`src/hdl/tmc_pkg.sv`:
```
/*
 * Constants and carrier types for the second timer's counting core.
 * Assumes a single system clock; every user of these names writes tmc_pkg::name.
 */
`default_nettype none
package tmc_pkg;
    // ****************************************
    // Register fields and reset values
    // ****************************************
    localparam int unsigned RUN_BIT_POS    = 3;      // Run bit inside timer_ctrl_first
    localparam int unsigned OVF_BIT_POS    = 6;      // Overflow flag inside timer_ctrl_first
    localparam int unsigned WIDTH_SEL_POS  = 0;      // Width select inside timer_ctrl_second
    localparam int unsigned CMP_CAP_POS    = 2;      // Register b acts as capture when set
    localparam int unsigned CLR_MATCH_POS  = 3;      // clear_on_match_enable
    localparam int unsigned CLR_CAPT_POS   = 5;      // clear_on_capture_enable
    localparam logic [7:0]  TIMER_CTRL_FIRST_RESET     = 8'h00;
    localparam logic [7:0]  TIMER_CTRL_SECOND_RESET     = 8'h00;
    localparam logic [7:0]  PRM_RESET      = 8'h11;
    localparam logic [7:0]  CRC_RESET      = 8'h10;
    localparam logic [7:0]  TOC_RESET      = 8'h00;
    // ****************************************
    // Count clock selection
    // ****************************************
    localparam logic [3:0]  PRESC_EXT      = 4'h7;   // Count clock from event_count_input
    localparam int unsigned PRESC_W        = 8;      // Free-running prescaler width
    localparam int unsigned CNT_W          = 16;
    localparam logic [15:0] MAX_NARROW     = 16'h00ff;
    localparam logic [15:0] MAX_WIDE       = 16'hffff;
    // ****************************************
    // Carriers
    // ****************************************
    typedef struct packed {
        logic hit_a;     // Count equals compare_reg_a
        logic hit_b;     // Count equals compare_capture_reg_b
        logic trig_b;    // Valid capture edge for register b
        logic trig_c;    // Valid capture edge for capture_reg_c
    } tmc_evt_t;
    typedef struct packed {
        logic match_a;
        logic match_b;
        logic capt_b;
        logic capt_c;
    } tmc_out_t;
endpackage
`default_nettype wire

```
`src/hdl/tmc_timer_two_core.sv`:
```
/*
 * Counting core of the second timer: prescaled or external-event count clock,
 * run control, overflow wrap, automatic clear after match or capture.
 * Assumes compare/capture datapaths and waveform logic sit outside and talk to
 * this core through the event and strobe ports; register writes arrive as
 * one-cycle strobes on CORE_CLK.
 */
// Operation
// [RULE_01] Width select bit 0 of second control register picks 8 or 16 bits.
// [RULE_02] Counter adds one per count clock chosen by prescaler upper nibble.
// [RULE_03] Run bit 3 enables counting; first count clock after set loads zero.
// [RULE_04] Clearing run zeroes counter at once and stops capture and match output.
// [RULE_05] Writing one to an already set run bit changes nothing.
// [RULE_06] Count clock at all-ones wraps to zero, sets flag, pulses overflow.
// [RULE_07] Overflow flag is set by hardware and cleared only by software.
// [RULE_08] Reset zeroes the counter and stops counting.
// [RULE_09] Enabled clear source holds value; counter becomes zero on next count clock.
// [RULE_10] Restart after stop counts from zero on first count clock after set.
// [RULE_11] Selecting the event pin as count clock makes an event counter.
// [RULE_12] Event source holds each level at least 4 system clocks.
// [RULE_13] Event counting works up to one eighth of the system clock.
// [RULE_14] Capture clear briefly shows N+1 before zero, so compare may hit.
// [RULE_15] Event pin also raises its external interrupt while counting.
// [RULE_16] Output control register resets to zero; upper nibble drives this timer.
// [RULE_17] Capture/compare control picks match clear, capture clear, both or none.
// [RULE_18] Count clock is a one-cycle enable in the system clock domain.
`default_nettype none
module tmc_timer_two_core (
    // Clock and reset
    input  wire logic              CORE_CLK,
    input  wire logic              RST_B,
    // Register writes
    input  wire logic [7:0]        WDATA,
    input  wire logic              TIMER_CTRL_FIRST_WR,
    input  wire logic              TIMER_CTRL_SECOND_WR,
    input  wire logic              PRM_WR,
    input  wire logic              CRC_WR,
    input  wire logic              TOC_WR,
    // Register contents
    output logic [7:0]             TIMER_CTRL_FIRST_Q,
    output logic [7:0]             TIMER_CTRL_SECOND_Q,
    output logic [7:0]             PRM_Q,
    output logic [7:0]             CRC_Q,
    output logic [7:0]             TOC_Q,
    // Event pin and its edge choice
    input  wire logic              EVENT_COUNT_INPUT,
    input  wire logic [1:0]        EDGE_SEL,
    // Compare and capture events from the datapath
    input  wire tmc_pkg::tmc_evt_t EVT_IN,
    // Results
    output logic [15:0]            COUNT,
    output logic                   OVF_PULSE,
    output logic                   EXT_IRQ_PULSE,
    output tmc_pkg::tmc_out_t      EVT_OUT
);
    // ****************************************
    // Reset release
    // ****************************************
    logic rst_meta_reg;
    logic rst_sync_reg;
    // Release is synchronised so no flop leaves reset on a different edge
    always_ff @(posedge CORE_CLK or negedge RST_B) begin
        if (!RST_B) begin
            rst_meta_reg <= 1'b0;
            rst_sync_reg <= 1'b0;
        end else begin
            rst_meta_reg <= 1'b1;
            rst_sync_reg <= rst_meta_reg;
        end
    end
    wire logic rst_n = rst_sync_reg;

    // ****************************************
    // Event pin synchroniser and edge detect
    // ****************************************
    logic ev_meta_reg;
    logic ev_sync_reg;
    logic ev_prev_reg;
    logic ev_edge;
    // Pin passes two flops; the second and its one-cycle delayed copy feed the edge logic
    always_ff @(posedge CORE_CLK or negedge rst_n) begin
        if (!rst_n) begin
            ev_meta_reg <= 1'b0;
            ev_sync_reg <= 1'b0;
            ev_prev_reg <= 1'b0;
        end else begin
            ev_meta_reg <= EVENT_COUNT_INPUT;
            ev_sync_reg <= ev_meta_reg;
            ev_prev_reg <= ev_sync_reg;
        end
    end
    // Levels held 4 clocks survive the 2-flop delay; faster pulses may vanish
    always_comb begin
        case (EDGE_SEL)
            2'h0:    ev_edge = ev_sync_reg & ~ev_prev_reg;
            2'h1:    ev_edge = ~ev_sync_reg & ev_prev_reg;
            default: ev_edge = ev_sync_reg ^ ev_prev_reg;
        endcase
    end // RULE_12 RULE_13

    // ****************************************
    // State and next values
    // ****************************************
    logic [7:0]                 timer_ctrl_first_reg, timer_ctrl_first_next;
    logic [7:0]                 timer_ctrl_second_reg, timer_ctrl_second_next;
    logic [7:0]                 prm_reg, prm_next;
    logic [7:0]                 crc_reg, crc_next;
    logic [7:0]                 toc_reg, toc_next;
    logic [tmc_pkg::PRESC_W-1:0] presc_reg, presc_next;
    logic [tmc_pkg::CNT_W-1:0]  count_reg, count_next;
    logic                       start_pend_reg, start_pend_next;
    logic                       clr_pend_reg, clr_pend_next;
    logic                       clr_capt_reg, clr_capt_next;
    logic                       glitch_reg, glitch_next;
    logic                       ovf_pulse_reg, ovf_pulse_next;
    logic                       irq_reg, irq_next;
    tmc_pkg::tmc_out_t          out_reg, out_next;

    logic                       run;
    logic                       wide;
    logic [3:0]                 sel;
    logic [tmc_pkg::PRESC_W-1:0] mask;
    logic                       presc_tick;
    logic                       tick;
    logic [tmc_pkg::CNT_W-1:0]  max_val;
    logic                       clr_match;
    logic                       clr_capt;

    // Decode of control fields and the single-cycle count enable
    always_comb begin
        run        = timer_ctrl_first_reg[tmc_pkg::RUN_BIT_POS];
        wide       = timer_ctrl_second_reg[tmc_pkg::WIDTH_SEL_POS];                 // RULE_01
        sel        = prm_reg[7:4];                                     // RULE_02
        mask       = tmc_pkg::PRESC_W'((9'h001 << sel[2:0]) - 9'h001);
        presc_tick = ((presc_reg & mask) == mask);
        // External selection needs no mode bit of its own
        tick       = run & ((sel == tmc_pkg::PRESC_EXT) ? ev_edge : presc_tick); // RULE_11 RULE_18
        max_val    = wide ? tmc_pkg::MAX_WIDE : tmc_pkg::MAX_NARROW;
        // Register b clears on match when compare, on capture when capturing
        clr_match  = crc_reg[tmc_pkg::CLR_MATCH_POS] & ~crc_reg[tmc_pkg::CMP_CAP_POS] & EVT_IN.hit_b;
        clr_capt   = (crc_reg[tmc_pkg::CLR_MATCH_POS] & crc_reg[tmc_pkg::CMP_CAP_POS] & EVT_IN.trig_b)
                   | (crc_reg[tmc_pkg::CLR_CAPT_POS] & EVT_IN.trig_c);  // RULE_17
    end

    // Next values of the registers and the counter
    always_comb begin
        timer_ctrl_first_next       = timer_ctrl_first_reg;
        timer_ctrl_second_next       = TIMER_CTRL_SECOND_WR ? WDATA : timer_ctrl_second_reg;
        prm_next        = PRM_WR ? WDATA : prm_reg;
        crc_next        = CRC_WR ? WDATA : crc_reg;
        toc_next        = TOC_WR ? WDATA : toc_reg;                    // RULE_16
        presc_next      = presc_reg + 1'b1;
        count_next      = count_reg;
        start_pend_next = start_pend_reg;
        clr_pend_next   = clr_pend_reg;
        clr_capt_next   = clr_capt_reg;
        glitch_next     = 1'b0;
        ovf_pulse_next  = 1'b0;
        // Counter logic, run bit taken before this cycle's write
        if (glitch_reg) begin
            count_next = '0;                                           // RULE_14
        end else if (tick) begin
            if (start_pend_reg) begin
                count_next      = '0;                                  // RULE_03 RULE_10
                start_pend_next = 1'b0;
            end else if (clr_pend_reg || clr_match) begin
                // A match level still seen on the tick is the same match
                clr_pend_next = 1'b0;
                if (clr_pend_reg && clr_capt_reg) begin
                    count_next  = (count_reg + 1'b1) & max_val;        // RULE_14
                    glitch_next = 1'b1;
                end else begin
                    count_next  = '0;                                  // RULE_09
                end
            end else if (count_reg == max_val) begin
                count_next     = '0;                                   // RULE_06
                ovf_pulse_next = 1'b1;
            end else begin
                count_next = count_reg + 1'b1;                         // RULE_02
            end
        end
        // Clear sources wait for the next count clock; a match level on the
        // clearing tick was consumed above and must not arm a second clear
        if (run && clr_capt) begin
            clr_pend_next = 1'b1;                                      // RULE_09
            clr_capt_next = 1'b1;
        end else if (run && clr_match && !tick) begin
            clr_pend_next = 1'b1;                                      // RULE_09 RULE_17
            if (!clr_pend_reg) begin
                clr_capt_next = 1'b0;
            end
        end
        // Software write; a hardware overflow in the same cycle still lands
        if (TIMER_CTRL_FIRST_WR) begin
            timer_ctrl_first_next = WDATA;
            timer_ctrl_first_next[tmc_pkg::OVF_BIT_POS] = timer_ctrl_first_reg[tmc_pkg::OVF_BIT_POS]
                                            & WDATA[tmc_pkg::OVF_BIT_POS]; // RULE_07
            if (!WDATA[tmc_pkg::RUN_BIT_POS]) begin
                count_next      = '0;                                  // RULE_04
                start_pend_next = 1'b0;
                clr_pend_next   = 1'b0;
                glitch_next     = 1'b0;
            end else if (!run) begin
                start_pend_next = 1'b1;                                // RULE_03 RULE_05
            end
        end
        if (ovf_pulse_next) begin
            timer_ctrl_first_next[tmc_pkg::OVF_BIT_POS] = 1'b1;                    // RULE_06 RULE_07
        end
        // Match and capture strobes only while running
        out_next.match_a = run & EVT_IN.hit_a;                         // RULE_04
        out_next.match_b = run & EVT_IN.hit_b & ~crc_reg[tmc_pkg::CMP_CAP_POS];
        out_next.capt_b  = run & EVT_IN.trig_b & crc_reg[tmc_pkg::CMP_CAP_POS];
        out_next.capt_c  = run & EVT_IN.trig_c;
        // Interrupt function of the event pin stays live in every mode
        irq_next = ev_edge;                                            // RULE_15
    end

    // Registering stage only
    always_ff @(posedge CORE_CLK or negedge rst_n) begin
        if (!rst_n) begin
            timer_ctrl_first_reg       <= tmc_pkg::TIMER_CTRL_FIRST_RESET;                     // RULE_08
            timer_ctrl_second_reg       <= tmc_pkg::TIMER_CTRL_SECOND_RESET;
            prm_reg        <= tmc_pkg::PRM_RESET;
            crc_reg        <= tmc_pkg::CRC_RESET;
            toc_reg        <= tmc_pkg::TOC_RESET;                      // RULE_16
            presc_reg      <= '0;
            count_reg      <= '0;                                      // RULE_08
            start_pend_reg <= 1'b0;
            clr_pend_reg   <= 1'b0;
            clr_capt_reg   <= 1'b0;
            glitch_reg     <= 1'b0;
            ovf_pulse_reg  <= 1'b0;
            irq_reg        <= 1'b0;
            out_reg        <= '0;
        end else begin
            timer_ctrl_first_reg       <= timer_ctrl_first_next;
            timer_ctrl_second_reg       <= timer_ctrl_second_next;
            prm_reg        <= prm_next;
            crc_reg        <= crc_next;
            toc_reg        <= toc_next;
            presc_reg      <= presc_next;
            count_reg      <= count_next;
            start_pend_reg <= start_pend_next;
            clr_pend_reg   <= clr_pend_next;
            clr_capt_reg   <= clr_capt_next;
            glitch_reg     <= glitch_next;
            ovf_pulse_reg  <= ovf_pulse_next;
            irq_reg        <= irq_next;
            out_reg        <= out_next;
        end
    end

    // Outputs straight from flops
    assign TIMER_CTRL_FIRST_Q        = timer_ctrl_first_reg;
    assign TIMER_CTRL_SECOND_Q        = timer_ctrl_second_reg;
    assign PRM_Q         = prm_reg;
    assign CRC_Q         = crc_reg;
    assign TOC_Q         = toc_reg;
    assign COUNT         = count_reg;
    assign OVF_PULSE     = ovf_pulse_reg;
    assign EXT_IRQ_PULSE = irq_reg;
    assign EVT_OUT       = out_reg;

    // ****************************************
    // Checks
    // ****************************************
    chk_stop_zeroes: assert property (@(posedge CORE_CLK) disable iff (!rst_n) // RULE_04
        (TIMER_CTRL_FIRST_WR && !WDATA[tmc_pkg::RUN_BIT_POS]) |=> (COUNT == '0))
        else $error("Counter not zero after run cleared");
    chk_start_load: assert property (@(posedge CORE_CLK) disable iff (!rst_n) // RULE_03
        (tick && start_pend_reg && !TIMER_CTRL_FIRST_WR) |=> (COUNT == '0) && !start_pend_reg)
        else $error("First count clock did not load zero");
    chk_rerun_none: assert property (@(posedge CORE_CLK) disable iff (!rst_n) // RULE_05
        (TIMER_CTRL_FIRST_WR && WDATA[tmc_pkg::RUN_BIT_POS] && run && !start_pend_reg) |=> !start_pend_reg)
        else $error("Rewrite of run restarted the count");
    chk_wrap_flag: assert property (@(posedge CORE_CLK) disable iff (!rst_n) // RULE_06
        (tick && !glitch_reg && !start_pend_reg && !clr_pend_reg && !clr_match && COUNT == max_val && !TIMER_CTRL_FIRST_WR)
        |=> (COUNT == '0) && OVF_PULSE && TIMER_CTRL_FIRST_Q[tmc_pkg::OVF_BIT_POS])
        else $error("Wrap did not set overflow");
    chk_ovf_sticky: assert property (@(posedge CORE_CLK) disable iff (!rst_n) // RULE_07
        ($rose(TIMER_CTRL_FIRST_Q[tmc_pkg::OVF_BIT_POS]) |-> $past(ovf_pulse_next))
        and ($fell(TIMER_CTRL_FIRST_Q[tmc_pkg::OVF_BIT_POS]) |-> $past(TIMER_CTRL_FIRST_WR)))
        else $error("Overflow flag moved without cause");
    chk_clear_wait: assert property (@(posedge CORE_CLK) disable iff (!rst_n) // RULE_09
        (clr_pend_reg && !tick && !glitch_reg && !TIMER_CTRL_FIRST_WR) |=> $stable(COUNT))
        else $error("Counter changed before next count clock");
    chk_capt_glitch: assert property (@(posedge CORE_CLK) disable iff (!rst_n) // RULE_14
        (glitch_reg && !TIMER_CTRL_FIRST_WR) |-> (COUNT != '0) ##1 (COUNT == '0))
        else $error("Capture clear glitch sequence wrong");
    chk_narrow_width: assert property (@(posedge CORE_CLK) disable iff (!rst_n) // RULE_01
        (!wide && COUNT[15:8] == 8'h00 && !TIMER_CTRL_FIRST_WR) |=> (COUNT[15:8] == 8'h00))
        else $error("Narrow mode counter left eight bits");
    chk_strobe_gate: assert property (@(posedge CORE_CLK) disable iff (!rst_n) // RULE_04
        !run |=> (EVT_OUT == '0))
        else $error("Match or capture strobe while stopped");
    chk_match_clear: assert property (@(posedge CORE_CLK) disable iff (!rst_n) // RULE_09
        (tick && clr_match && !glitch_reg && !start_pend_reg && !clr_pend_reg && !TIMER_CTRL_FIRST_WR) |=> (COUNT == '0))
        else $error("Match clear did not zero the counter");
    chk_no_clear: assert property (@(posedge CORE_CLK) disable iff (!rst_n) // RULE_17
        (tick && !crc_reg[tmc_pkg::CLR_MATCH_POS] && !crc_reg[tmc_pkg::CLR_CAPT_POS] && !glitch_reg
         && !start_pend_reg && !clr_pend_reg && !TIMER_CTRL_FIRST_WR && COUNT != max_val)
        |=> (COUNT == $past(COUNT) + 16'h0001))
        else $error("Counter skipped a step with clearing disabled");
endmodule
`default_nettype wire
```
`config.mk`:
```
export PLATFORM = sky130hd
export DESIGN_NAME = tmc_timer_two_core
export DESIGN_NICKNAME = d
export VERILOG_FILES = /design/src/hdl/tmc_pkg.sv /design/src/hdl/tmc_timer_two_core.sv
export SDC_FILE = /design/constraint.sdc
export NUM_CORES = 1
export LEC_CHECK = 0
export ABC_AREA = 0
export BUFFER_PORTS_ARGS = -buffer_cell sky130_fd_sc_hd__buf_4
export CAP_MARGIN = 30
export CORE_MARGIN = 8
export CORE_UTILIZATION = 29
export CTS_CLUSTER_DIAMETER = 40
export DETAILED_ROUTE_END_ITERATION = 8
export GPL_TIMING_DRIVEN = 0
export PLACE_DENSITY = 0.47
export SYNTH_ARGS = -nofsm -noshare
export SYNTH_HDL_FRONTEND = slang
export SYNTH_SLANG_ARGS = --single-unit
```
`constraint.sdc`:
```
create_clock -name CORE_CLK -period 7 [get_ports CORE_CLK]
set_input_delay 0 -clock CORE_CLK [delete_from_list [all_inputs] [get_ports CORE_CLK]]
set_output_delay 0 -clock CORE_CLK [all_outputs]
set_load 0.005 [all_outputs]
```
==> results.sh, run 1 <==
export IMPL_ys_types=55
export IMPL_globalplace_congestion=0.734
export IMPL_syn_cell_area_um2=3510
export IMPL_yosysTopAreaCell="dfrtp_1"
export IMPL_vias=2663
export IMPL_grt_pass1_vias=2883
export IMPL_grt_remaining_overflow=0
export IMPL_cap_viol_max_count=0
export IMPL_insertion_delay_ns=0.33
export IMPL_worstReg2RegEnd="COUNT[10]$_DFF_PN0_"
export IMPL_grtUsageTotal=0.119
export IMPL_drive_gt1_frac=0.378
export IMPL_min_from="EDGE_SEL[0]"
export IMPL_status="finished, final reports clean"
export IMPL_cp_data_arrival_time_ns=2.39
export IMPL_cp_end_kind="flop"
export IMPL_wl_per_cell_um=16.6
export IMPL_grtUsageMet2=0.183
export IMPL_syn2layout_area_growth_pct=35.2
export IMPL_start_util=0.295
export IMPL_grt_busiest_layer="met2"
export IMPL_final_cells=546
export IMPL_hold_depth=3
export IMPL_hold_class="in2reg"
export IMPL_slew_violations=0
export IMPL_core_area_um2=11900
export IMPL_synth_common_cells="dfrtp_1, mux2_2, nand3_1"
export IMPL_htree_levels=3
export IMPL_slew_headroom=0.592
export IMPL_use_met3=0.0439
export IMPL_cpPeakStageDelay_ns=0.37
export IMPL_clockRootBuffer="clkbuf_16"
export IMPL_p_leak_nw=2.17
export IMPL_firstDrtPassIters=4
export IMPL_synth_edff_count=0
export IMPL_drtIter0Drc=179
export IMPL_clock_path_buffers=2
export IMPL_path_cells="inv_1 > ha_1 > and2_1 > a211o_1 > nor2_1 > a21oi_4 > buf_2 > a32oi_1 > o41ai_1"
export IMPL_min_period_over_period=0.313
export IMPL_reg2reg_slack_ns=4.81
export IMPL_netlist_instances=288
export IMPL_placed_area_um2=4320
export IMPL_setup_tns_ns=0
export IMPL_cp_top_family="compound AO/OA/AOI/OAI gates"
export IMPL_max_vdd_ir_drop_mv=0.0928
export IMPL_largest_register_ffs=16
export IMPL_fp_dieArea_um2=15900
export IMPL_avgSynthCellArea_um2=12.2
export IMPL_clock_fmax_mhz=457
export IMPL_postSynthRegisterBits=78
export IMPL_fillers=1182
export IMPL_worstHoldEndpoint="EXT_IRQ_PULSE$_DFF_PN0_"
export IMPL_yosysWarnings=0
export IMPL_fin_ws_ns=4.81
export IMPL_cts_buffers=9
export IMPL_critPathLaunchType="flop"
export IMPL_dp_cells=515
export IMPL_rr_startpoint="ev_sync_reg$_DFF_PN0_"
export IMPL_worst_slew_pin_slew_ns=0.610
export IMPL_ant_nets=0
export IMPL_worstPathMaxFanout=10
export IMPL_synthTopCellsByArea="dfrtp_1, mux2_2, nand3_1, dfstp_2, mux2i_1"
export IMPL_grt_setup_unrepaired="false"
export IMPL_final_area_um2=4750
export IMPL_synth_top_area_frac=0.534
export IMPL_die_height_um=126
export IMPL_power_density_nw_per_um2=239
export IMPL_ys_async_sr_fraction=1.00
export IMPL_hpwl_mm=6.54
export IMPL_die_w_um=126
export IMPL_final_util=0.399
export IMPL_drt_vias_per_instance=4.88
export IMPL_critPathBufInv=2
export IMPL_drt_wl_total_mm=9.08
export IMPL_hold_viol=0
export IMPL_crit_type="reg2reg"
export IMPL_slowest_stage="dfrtp_1"
export IMPL_dp_slack_ns=4.82
export IMPL_grt_max_degree=62
export IMPL_worst_r2r_cell_count=9
export IMPL_cts_tree="yes"
export IMPL_finalSetupViolCount=0
export IMPL_period_minus_slack_ns=2.19
export IMPL_io_pins=84
export IMPL_n_antenna_cell=0
export IMPL_drcViolationCount=0
export IMPL_ys_flop_type="dfrtp_1"
export IMPL_ys_seq_area_frac=0.556
export IMPL_antenna_found_initial=0
export IMPL_clk_pin_slew_worst_paths_ns=0.06
export IMPL_clock_skew_ns=0.00477
export IMPL_grtUsageMet1=0.147
export IMPL_port_buffers=79
export IMPL_post_synth_top_count_cell="dfrtp_1"
export IMPL_num_rows=40
export IMPL_synth_fp_nets=314
export IMPL_grt_pass1_wl_mm=15.2
export IMPL_fin_nets=420
export IMPL_clock_sinks=78
export IMPL_cp_required_ns=7.20
==> where the power goes <==
group | leakage (nW) | switching (mW) | internal [mW] | total, mW
Combinational | 1.06 | 0.0835 | 0.101 | 0.184
Sequential | 0.963 | 0.0315 | 0.486 | 0.518
Clock | 0.137 | 0.182 | 0.252 | 0.434
==> cells in the final DEF, fill, tap and decap left out, types with 2 or more instances in the layout <==
cell / count
o211ai_1: 2
mux2_2: 37
o21ai_0: 4
a22oi_1: 7
and3_1: 8
nor2_1: 9
clkbuf_16: 9
nand2_1: 15
nand3b_1: 3
clkbuf_1: 7
dfstp_2: 3
buf_6: 3
a32oi_1: 3
mux2i_1: 7
xor2_1: 2
o41ai_1: 3
o21ai_1: 4
a211o_1: 2
clkinv_4: 2
dfrtp_1: 74
a21oi_1: 6
xnor2_1: 3
nor3_1: 4
buf_2: 3
nor2b_1: 4
a21o_1: 4
nand3_1: 20
nand4_1: 4
dlygate4sd3_1: 15
and2_1: 5
nand4b_1: 2
buf_4: 79
inv_1: 12
ha_1: 4
==> worst min-delay path: cells and delay by family <==
| kind | cells | cell delay (ns) |
|---|---|---|
| compound gates | 1 | 0.16 |
| buf+inv | 1 | 0.08 |
| mux | 1 | 0.08 |
==> how the worst max path moves through the flow <==
stage	endpoint	depth (start not counted)	slack [ns]	from
final	COUNT[10]$_DFF_PN0_	9	4.81	ev_sync_reg$_DFF_PN0_
after global routing	COUNT[8]$_DFF_PN0_	9	4.65	ev_sync_reg$_DFF_PN0_
after CTS	COUNT[8]$_DFF_PN0_	9	4.80	ev_sync_reg$_DFF_PN0_
after detailed placement	COUNT[8]$_DFF_PN0_	9	4.82	ev_sync_reg$_DFF_PN0_
after global placement	EXT_IRQ_PULSE$_DFF_PN0_	0	3.63	rst_n$_DFF_PN0_
after floorplan	COUNT[0]$_DFF_PN0_	0	4.67	rst_n$_DFF_PN0_
==> kinds of logic after synthesis <==
kind of cell             synth area share
multiplexers                        0.138
AND/OR/NAND/NOR                     0.128
adder cells (fa/ha/maj)            0.0142
other                             0.00107
XOR/XNOR                           0.0125
AO/OA/AOI/OAI                       0.117
flip-flops                          0.556
buffers and inverters              0.0320
==> repair_timing <==
item                      4_1_cts  5_1_grt
hold buffers                   15        0
setup buffers                   0        0
hold endpoints to repair       47        0
gates resized for setup         0        0
==> metrics by stage <==
stage / power, mW / hold WS, ns
CTS: 1.16 / 0.0358
global placement: 0.703 / -0.217
finish: 1.14 / 0.0389
global route: 1.19 / 0.0440
floorplan: 0.617 / -0.296
detailed placement: 0.707 / -0.214
==> area by class of cell <==
type | count | area (um2) | share of cell area
multi-input combinational | 187 | 1450 | 0.304
clock inverter | 4 | 31.3 | 0.00658
buffer | 11 | 67.6 | 0.0142
timing repair buffer | 95 | 771 | 0.162
inverter | 12 | 45.0 | 0.00948
clock buffer | 12 | 246 | 0.0519
tap | 147 | 184 | 0.0387
sequential | 78 | 1960 | 0.412
==> layer usage <==
metal  vias to the layer above  wire, um
li1                       1265         -
met1                      1315      3960
met2                        72      4190
met3                        11       786
met4                         0       142
met5                         -         0
Power figures use the tool's default switching activity.
==> run 2: changes to the inputs <==
Settings changed: ABC_AREA 0 to 1, PLACE_DENSITY 0.47 to 0.49.
Clock period 7 ns to 2 ns, I/O delays scaled along.
==> run 2 against run 1 <==
Clock-buffer cell count decreased by 3. Critical path depth up 1. Wire length grew 9.7%. Clock power increased to 4.0 times the previous value. Critical path type unchanged. Largest power group unchanged.
==> results.sh, run 2 <==
export IMPL_final_cell_mix="nand2_1, buf_4, dfrtp_1"
export IMPL_ys_types=32
export IMPL_firstDrtPassIters=4
export IMPL_drtIter0Drc=207
export IMPL_period_minus_slack_ns=1.73
export IMPL_hold_class="in2reg"
export IMPL_grt_remaining_overflow=0
export IMPL_p_switching_mw=1.12
export IMPL_synth_compound_area_frac=0.0382
export IMPL_postSynthRegisterBits=78
export IMPL_reg2reg_slack_ns=0.27
export IMPL_placed_area_um2=4470
export IMPL_num_rows=41
export IMPL_ys_async_sr_fraction=1.00
export IMPL_p_seq_frac=0.429
export IMPL_swShare=0.263
export IMPL_avgSynthCellArea_um2=9.01
export IMPL_ys_flop_type="dfrtp_1"
export IMPL_grtUsageTotal=0.127
export IMPL_globalplace_congestion=0.821
export IMPL_post_synth_top_count_cell="nand2_1"
export IMPL_cp_required_ns=2.27
export IMPL_cellInternalPower_mw=3.14
export IMPL_clock_path_buffers=2
export IMPL_setup_tns_ns=0
export IMPL_slew_headroom=0.590
export IMPL_fin_ws_ns=0.271
export IMPL_cts_tree="yes"
export IMPL_worst_r2r_cell_count=10
export IMPL_hold_buffers=22
export IMPL_htree_levels=3
export IMPL_cap_viol_max_count=0
export IMPL_worstReg2RegEnd="COUNT[0]$_DFF_PN0_"
export IMPL_drive_gt1_frac=0.277
export IMPL_synth_mux_area_frac=0.0866
export IMPL_drt_vias_per_instance=4.42
export IMPL_die_height_um=128
export IMPL_insertion_delay_ns=0.34
export IMPL_finalSetupViolCount=0
export IMPL_synth_top_family_by_area="simple AND/OR/NAND/NOR gates"
export IMPL_power_frac_comb=0.161
export IMPL_cpPeakStageDelay_ns=0.42
export IMPL_cp_end_kind="flop"
export IMPL_antenna_found_initial=0
export IMPL_syn2layout_area_growth_pct=37.5
export IMPL_worstPathMaxFanout=9
export IMPL_netlist_instances=404
export IMPL_post_cts_buffers=0
export IMPL_yosysWarnings=0
export IMPL_cts_resized=0
export IMPL_total_power_mw=4.26
export IMPL_vias=3061
export IMPL_pwr_share_clk=0.410
export IMPL_synth_xor_area_frac=0.0217
export IMPL_die_w_um=128
export IMPL_final_cells=692
export IMPL_wl_per_cell_um=14.4
export IMPL_grt_max_degree=54
export IMPL_dp_cells=655
export IMPL_clock_fmax_mhz=578
export IMPL_synth_edff_count=0
export IMPL_crit_path_start="COUNT[0]$_DFF_PN0_"
export IMPL_drt_wl_total_mm=9.96
export IMPL_ant_nets=0
export IMPL_power_density_nw_per_um2=851
export IMPL_final_area_um2=5000
export IMPL_max_vdd_ir_drop_mv=0.482
export IMPL_yosysTopAreaCell="dfrtp_1"
export IMPL_hold_viol=0
export IMPL_final_util=0.403
export IMPL_ys_seq_area_frac=0.537
export IMPL_largest_register_ffs=16
export IMPL_synthTopCellsByArea="dfrtp_1, nand2_1, mux2_2, nor2_1, inv_1"
export IMPL_worst_slew_pin_slew_ns=0.615
export IMPL_fin_nets=542
export IMPL_core_area_um2=12400
export IMPL_rr_startpoint="COUNT[0]$_DFF_PN0_"
export IMPL_n_antenna_cell=0
export IMPL_hold_ws_ns=0.0176
export IMPL_start_util=0.293
export IMPL_crit_type="reg2reg"
export IMPL_port_buffers=78
export IMPL_synth_common_cells="nand2_1, dfrtp_1, nor2_1"
export IMPL_cts_buffers=9
export IMPL_mostFrequentLayoutCell="nand2_1"
export IMPL_critPathCapture="COUNT[0]$_DFF_PN0_"
export IMPL_p_leak_nw=2.50
export IMPL_clk_pin_slew_worst_paths_ns=0.06
export IMPL_critPathLaunchType="flop"
export IMPL_hpwl_mm=7.15
export IMPL_path_cells="ha_1 > nand3_1 > inv_1 > nand2_2 > nor2_2 > nand2_2 > nand3_2 > nand2_1 > nand2_1 > nor2_1"
export IMPL_grt_pass1_wl_mm=16.2
export IMPL_slowest_stage="dfrtp_1"
export IMPL_grt_setup_unrepaired="false"
export IMPL_cp_data_arrival_time_ns=2.00
export IMPL_dp_slack_ns=0.271
export IMPL_synth_top_area_frac=0.516
export IMPL_status="finished, final reports clean"
export IMPL_synthAdderAreaFrac=0.0138
export IMPL_clock_sinks=78
export IMPL_synth_fp_nets=430
export IMPL_slew_violations=0
export IMPL_grt_pass1_vias=3109
export IMPL_syn_cell_area_um2=3640
export IMPL_min_period_over_period=0.865
export IMPL_clockRootBuffer="clkbuf_16"
export IMPL_io_pins=84
export IMPL_fp_dieArea_um2=16400
export IMPL_clock_skew_ns=0.00940
export IMPL_drcViolationCount=0
export IMPL_yosys_area_share_simple=0.239
## run 2: cells by family (layout without fill, tap and decap cells)
family / after synthesis / in the layout
AO/OA/AOI/OAI: 27 / 27
XOR/XNOR: 9 / 9
adder cells (fa/ha/maj): 4 / 4
buffers and inverters: 57 / 173
flip-flops: 78 / 78
multiplexers: 28 / 28
other: 1 / 1
AND/OR/NAND/NOR: 200 / 200
## run 2: how the worst min path moves through the flow
stage | startpoint | endpoint | slack [ns] | depth (start not counted)
6_report | TIMER_CTRL_FIRST_WR | TIMER_CTRL_FIRST_Q[3]$_DFFE_PN0P_ | 0.02 | 2
5_1_grt | EDGE_SEL[0] | EXT_IRQ_PULSE$_DFF_PN0_ | 0.03 | 3
4_1_cts | TIMER_CTRL_FIRST_WR | TIMER_CTRL_FIRST_Q[3]$_DFFE_PN0P_ | 0.01 | 2
3_5_place_dp | RST_B | rst_meta_reg$_DFF_PN0_ | -0.22 | 1
3_3_place_gp | RST_B | rst_meta_reg$_DFF_PN0_ | -0.22 | 1
2_1_floorplan | RST_B | rst_meta_reg$_DFF_PN0_ | -0.30 | 0
## run 2: layout make-up
cell class / instances / area [um2]
Multi-Input combinational cell: 269 / 1460
Timing Repair Buffer: 101 / 833
Fill cell: 1316 / 7410
Buffer: 10 / 52.6
Clock inverter: 6 / 87.6
Tap cell: 172 / 215
Sequential cell: 78 / 1960
Clock buffer: 9 / 225
Inverter: 47 / 176
## run 2: power groups by stage
stage	Sequential [mW]	Clock (mW)	Combinational (mW)
2_1_floorplan	1.85	0	0.322
3_3_place_gp	1.87	0	0.634
3_5_place_dp	1.86	0	0.665
4_1_cts	1.83	1.79	0.700
5_1_grt	1.85	1.86	0.766
6_report	1.83	1.75	0.686
## run 2: per-layer routing
metal  track usage  up-vias  wire length (um)
met5             0        -                 0
met4        0.0510        0               141
met3        0.0537       13               975
met2         0.194       91              4540
met1         0.155     1458              4300
li1              -     1499                 -
## run 2: critical path: cells and delay by family (launching register included)
kind,cells,cell delay [ns]
simple gates,8,0.92
flops,1,0.42
fa+ha+maj,1,0.24
buf+inv,1,0.09
==> run 3: changes to the inputs <==
Settings changed: ABC_AREA 1 to unset, CTS_BUF_LIST set to sky130_fd_sc_hd__clkbuf_8, MAX_ROUTING_LAYER set to met4.
==> run 3 against run 2 <==
Clock power is 35% lower. Largest cell class unchanged. Worst hold slack better by 0.058 ns. Clock skew is 0.0012 ns higher. Clock-buffer cell count stayed put. Combinational power is 9.2% higher. Via count is 12% lower. Total power is 14% lower.
==> results.sh, run 3 (synthesis results as in run 1) <==
export IMPL_status="finished, final reports clean"
export IMPL_drt_vias_per_instance=4.79
export IMPL_dp_slack_ns=-0.196
export IMPL_core_area_um2=11900
export IMPL_port_buffers=79
export IMPL_clock_skew_ns=0.0106
export IMPL_syn2layout_area_growth_pct=41.8
export IMPL_p_seq_frac=0.491
export IMPL_power_frac_comb=0.203
export IMPL_cp_required_ns=2.25
export IMPL_cts_tree="yes"
export IMPL_fin_ws_ns=0.0129
export IMPL_swShare=0.302
export IMPL_fin_nets=437
export IMPL_n_antenna_cell=0
export IMPL_die_w_um=126
export IMPL_grt_pass1_wl_mm=15.5
export IMPL_total_power_mw=3.68
export IMPL_p_switching_mw=1.11
export IMPL_cap_viol_max_count=0
export IMPL_drtIter0Drc=112
export IMPL_drt_wl_total_mm=9.58
export IMPL_placed_area_um2=4320
export IMPL_wl_per_cell_um=17.0
export IMPL_grt_setup_unrepaired="true"
export IMPL_vias=2694
export IMPL_max_vdd_ir_drop_mv=0.303
export IMPL_cp_end_kind="flop"
export IMPL_grt_max_degree=65
export IMPL_grtUsageTotal=0.127
export IMPL_io_pins=84
export IMPL_finalSetupViolCount=0
export IMPL_cp_data_arrival_time_ns=2.24
export IMPL_hold_viol=0
export IMPL_mostFrequentLayoutCell="buf_4"
export IMPL_hold_ws_ns=0.0756
export IMPL_final_util=0.418
export IMPL_drcViolationCount=0
export IMPL_clock_sinks=78
export IMPL_hpwl_mm=6.68
export IMPL_slew_violations=0
export IMPL_firstDrtPassIters=4
export IMPL_slew_headroom=0.518
export IMPL_min_period_over_period=0.994
export IMPL_crit_type="reg2reg"
export IMPL_start_util=0.295
export IMPL_power_density_nw_per_um2=739
export IMPL_final_area_um2=4980
export IMPL_ant_nets=0
export IMPL_cellInternalPower_mw=2.57
export IMPL_grt_remaining_overflow=0
export IMPL_period_minus_slack_ns=1.99
export IMPL_antenna_found_initial=0
export IMPL_clk_pin_slew_worst_paths_ns=0.09
export IMPL_htree_levels=3
export IMPL_cts_buffers=9
export IMPL_num_rows=40
export IMPL_drive_gt1_frac=0.471
export IMPL_hold_class="in2reg"
export IMPL_globalplace_congestion=0.769
export IMPL_insertion_delay_ns=0.37
export IMPL_worst_slew_pin_slew_ns=0.721
export IMPL_worstPathMaxFanout=10
export IMPL_p_leak_nw=2.24
export IMPL_final_cell_mix="buf_4, dfrtp_1, mux2_2"
export IMPL_clock_path_buffers=2
export IMPL_pwr_share_clk=0.306
export IMPL_fp_dieArea_um2=15900
export IMPL_largest_register_ffs=16
export IMPL_critPathLaunchType="flop"
export IMPL_clock_fmax_mhz=503
export IMPL_die_height_um=126
export IMPL_clockRootBuffer="clkbuf_8"
export IMPL_grt_pass1_vias=2865
-- run 3: cell types whose count changed in the layout (fill, tap and decap cells not counted), moves of 7 or more --
cell	previous run	this run
and3_1	0	8
buf_4	79	94
clkbuf_16	9	0
clkbuf_8	0	9
inv_1	44	12
mux2_2	28	37
mux2i_1	0	7
nand2_1	95	15
nor2_1	57	7
o21ai_0	18	3
-- run 3: power by group through the flow --
stage / Clock, mW / Combinational [mW] / Sequential, mW
CTS: 1.18 / 0.700 / 1.81
detailed placement: 0 / 0.638 / 1.84
floorplan: 0 / 0.322 / 1.84
global route: 1.23 / 0.816 / 1.83
global placement: 0 / 0.598 / 1.86
finish: 1.13 / 0.749 / 1.81
-- run 3: layout make-up --
| cell class | count | area [um2] |
|---|---|---|
| fill | 1183 | 6930 |
| sequential | 78 | 1960 |
| multi-input combinational | 187 | 1620 |
| timing repair buffer | 112 | 913 |
| tap | 147 | 184 |
| clock buffer | 9 | 124 |
| buffer | 11 | 80.1 |
| clock inverter | 7 | 56.3 |
| inverter | 12 | 45.0 |
-- run 3: worst paths after layout --
kind | startpoint | end | slack (ns) | cells past startpoint
worst min register to register | rst_n$_DFF_PN0_ | TOC_Q[0]$_DFFE_PN0P_ | 0.17 | 0
worst min-delay path | TIMER_CTRL_FIRST_WR | start_pend_reg$_DFF_PN0_ | 0.08 | 3
worst max-delay path | COUNT[10]$_DFF_PN0_ | COUNT[7]$_DFF_PN0_ | 0.01 | 7
max in group asynchronous | rst_n$_DFF_PN0_ | CRC_Q[4]$_DFFE_PN1P_ | 1.20 | 1
worst max register to register | COUNT[10]$_DFF_PN0_ | COUNT[7]$_DFF_PN0_ | 0.01 | 7
min in group asynchronous | rst_n$_DFF_PN0_ | TOC_Q[0]$_DFFE_PN0P_ | 0.17 | 0
-- run 3: critical path, cell delays in order, from the launching register on --
cell and delay [ns]:
dfrtp_2 0.44, or4_1 0.53, nor3_2 0.15, a22o_4 0.18, a31oi_4 0.14, buf_6 0.18, a22oi_1 0.16, mux2i_1 0.10
-- run 3: repair_timing --
action                                 in CTS  in global routing
endpoints found under the hold margin      48                  0
hold buffers                               16                  0
gates cloned                                2                  0
gates resized for setup                    15                 27
setup buffers                               7                  7
pin swaps                                   3                 14
setup endpoints to repair                  20                 20
-- run 3: through the flow --
step                      TNS, ns  cells
after floorplan                 0    288
after global placement      -2.23    514
after detailed placement    -2.65    515
after CTS                       0    556
after global routing       -0.490    563
final                           0    563
-- run 3: routing by layer --
layer | part of all wire | global-route usage
met1 | 0.45 | 0.152
met3 | 0.045 | 0.0363
met2 | 0.49 | 0.199
met5 | 0 | -
met4 | 0.014 | 0.0467
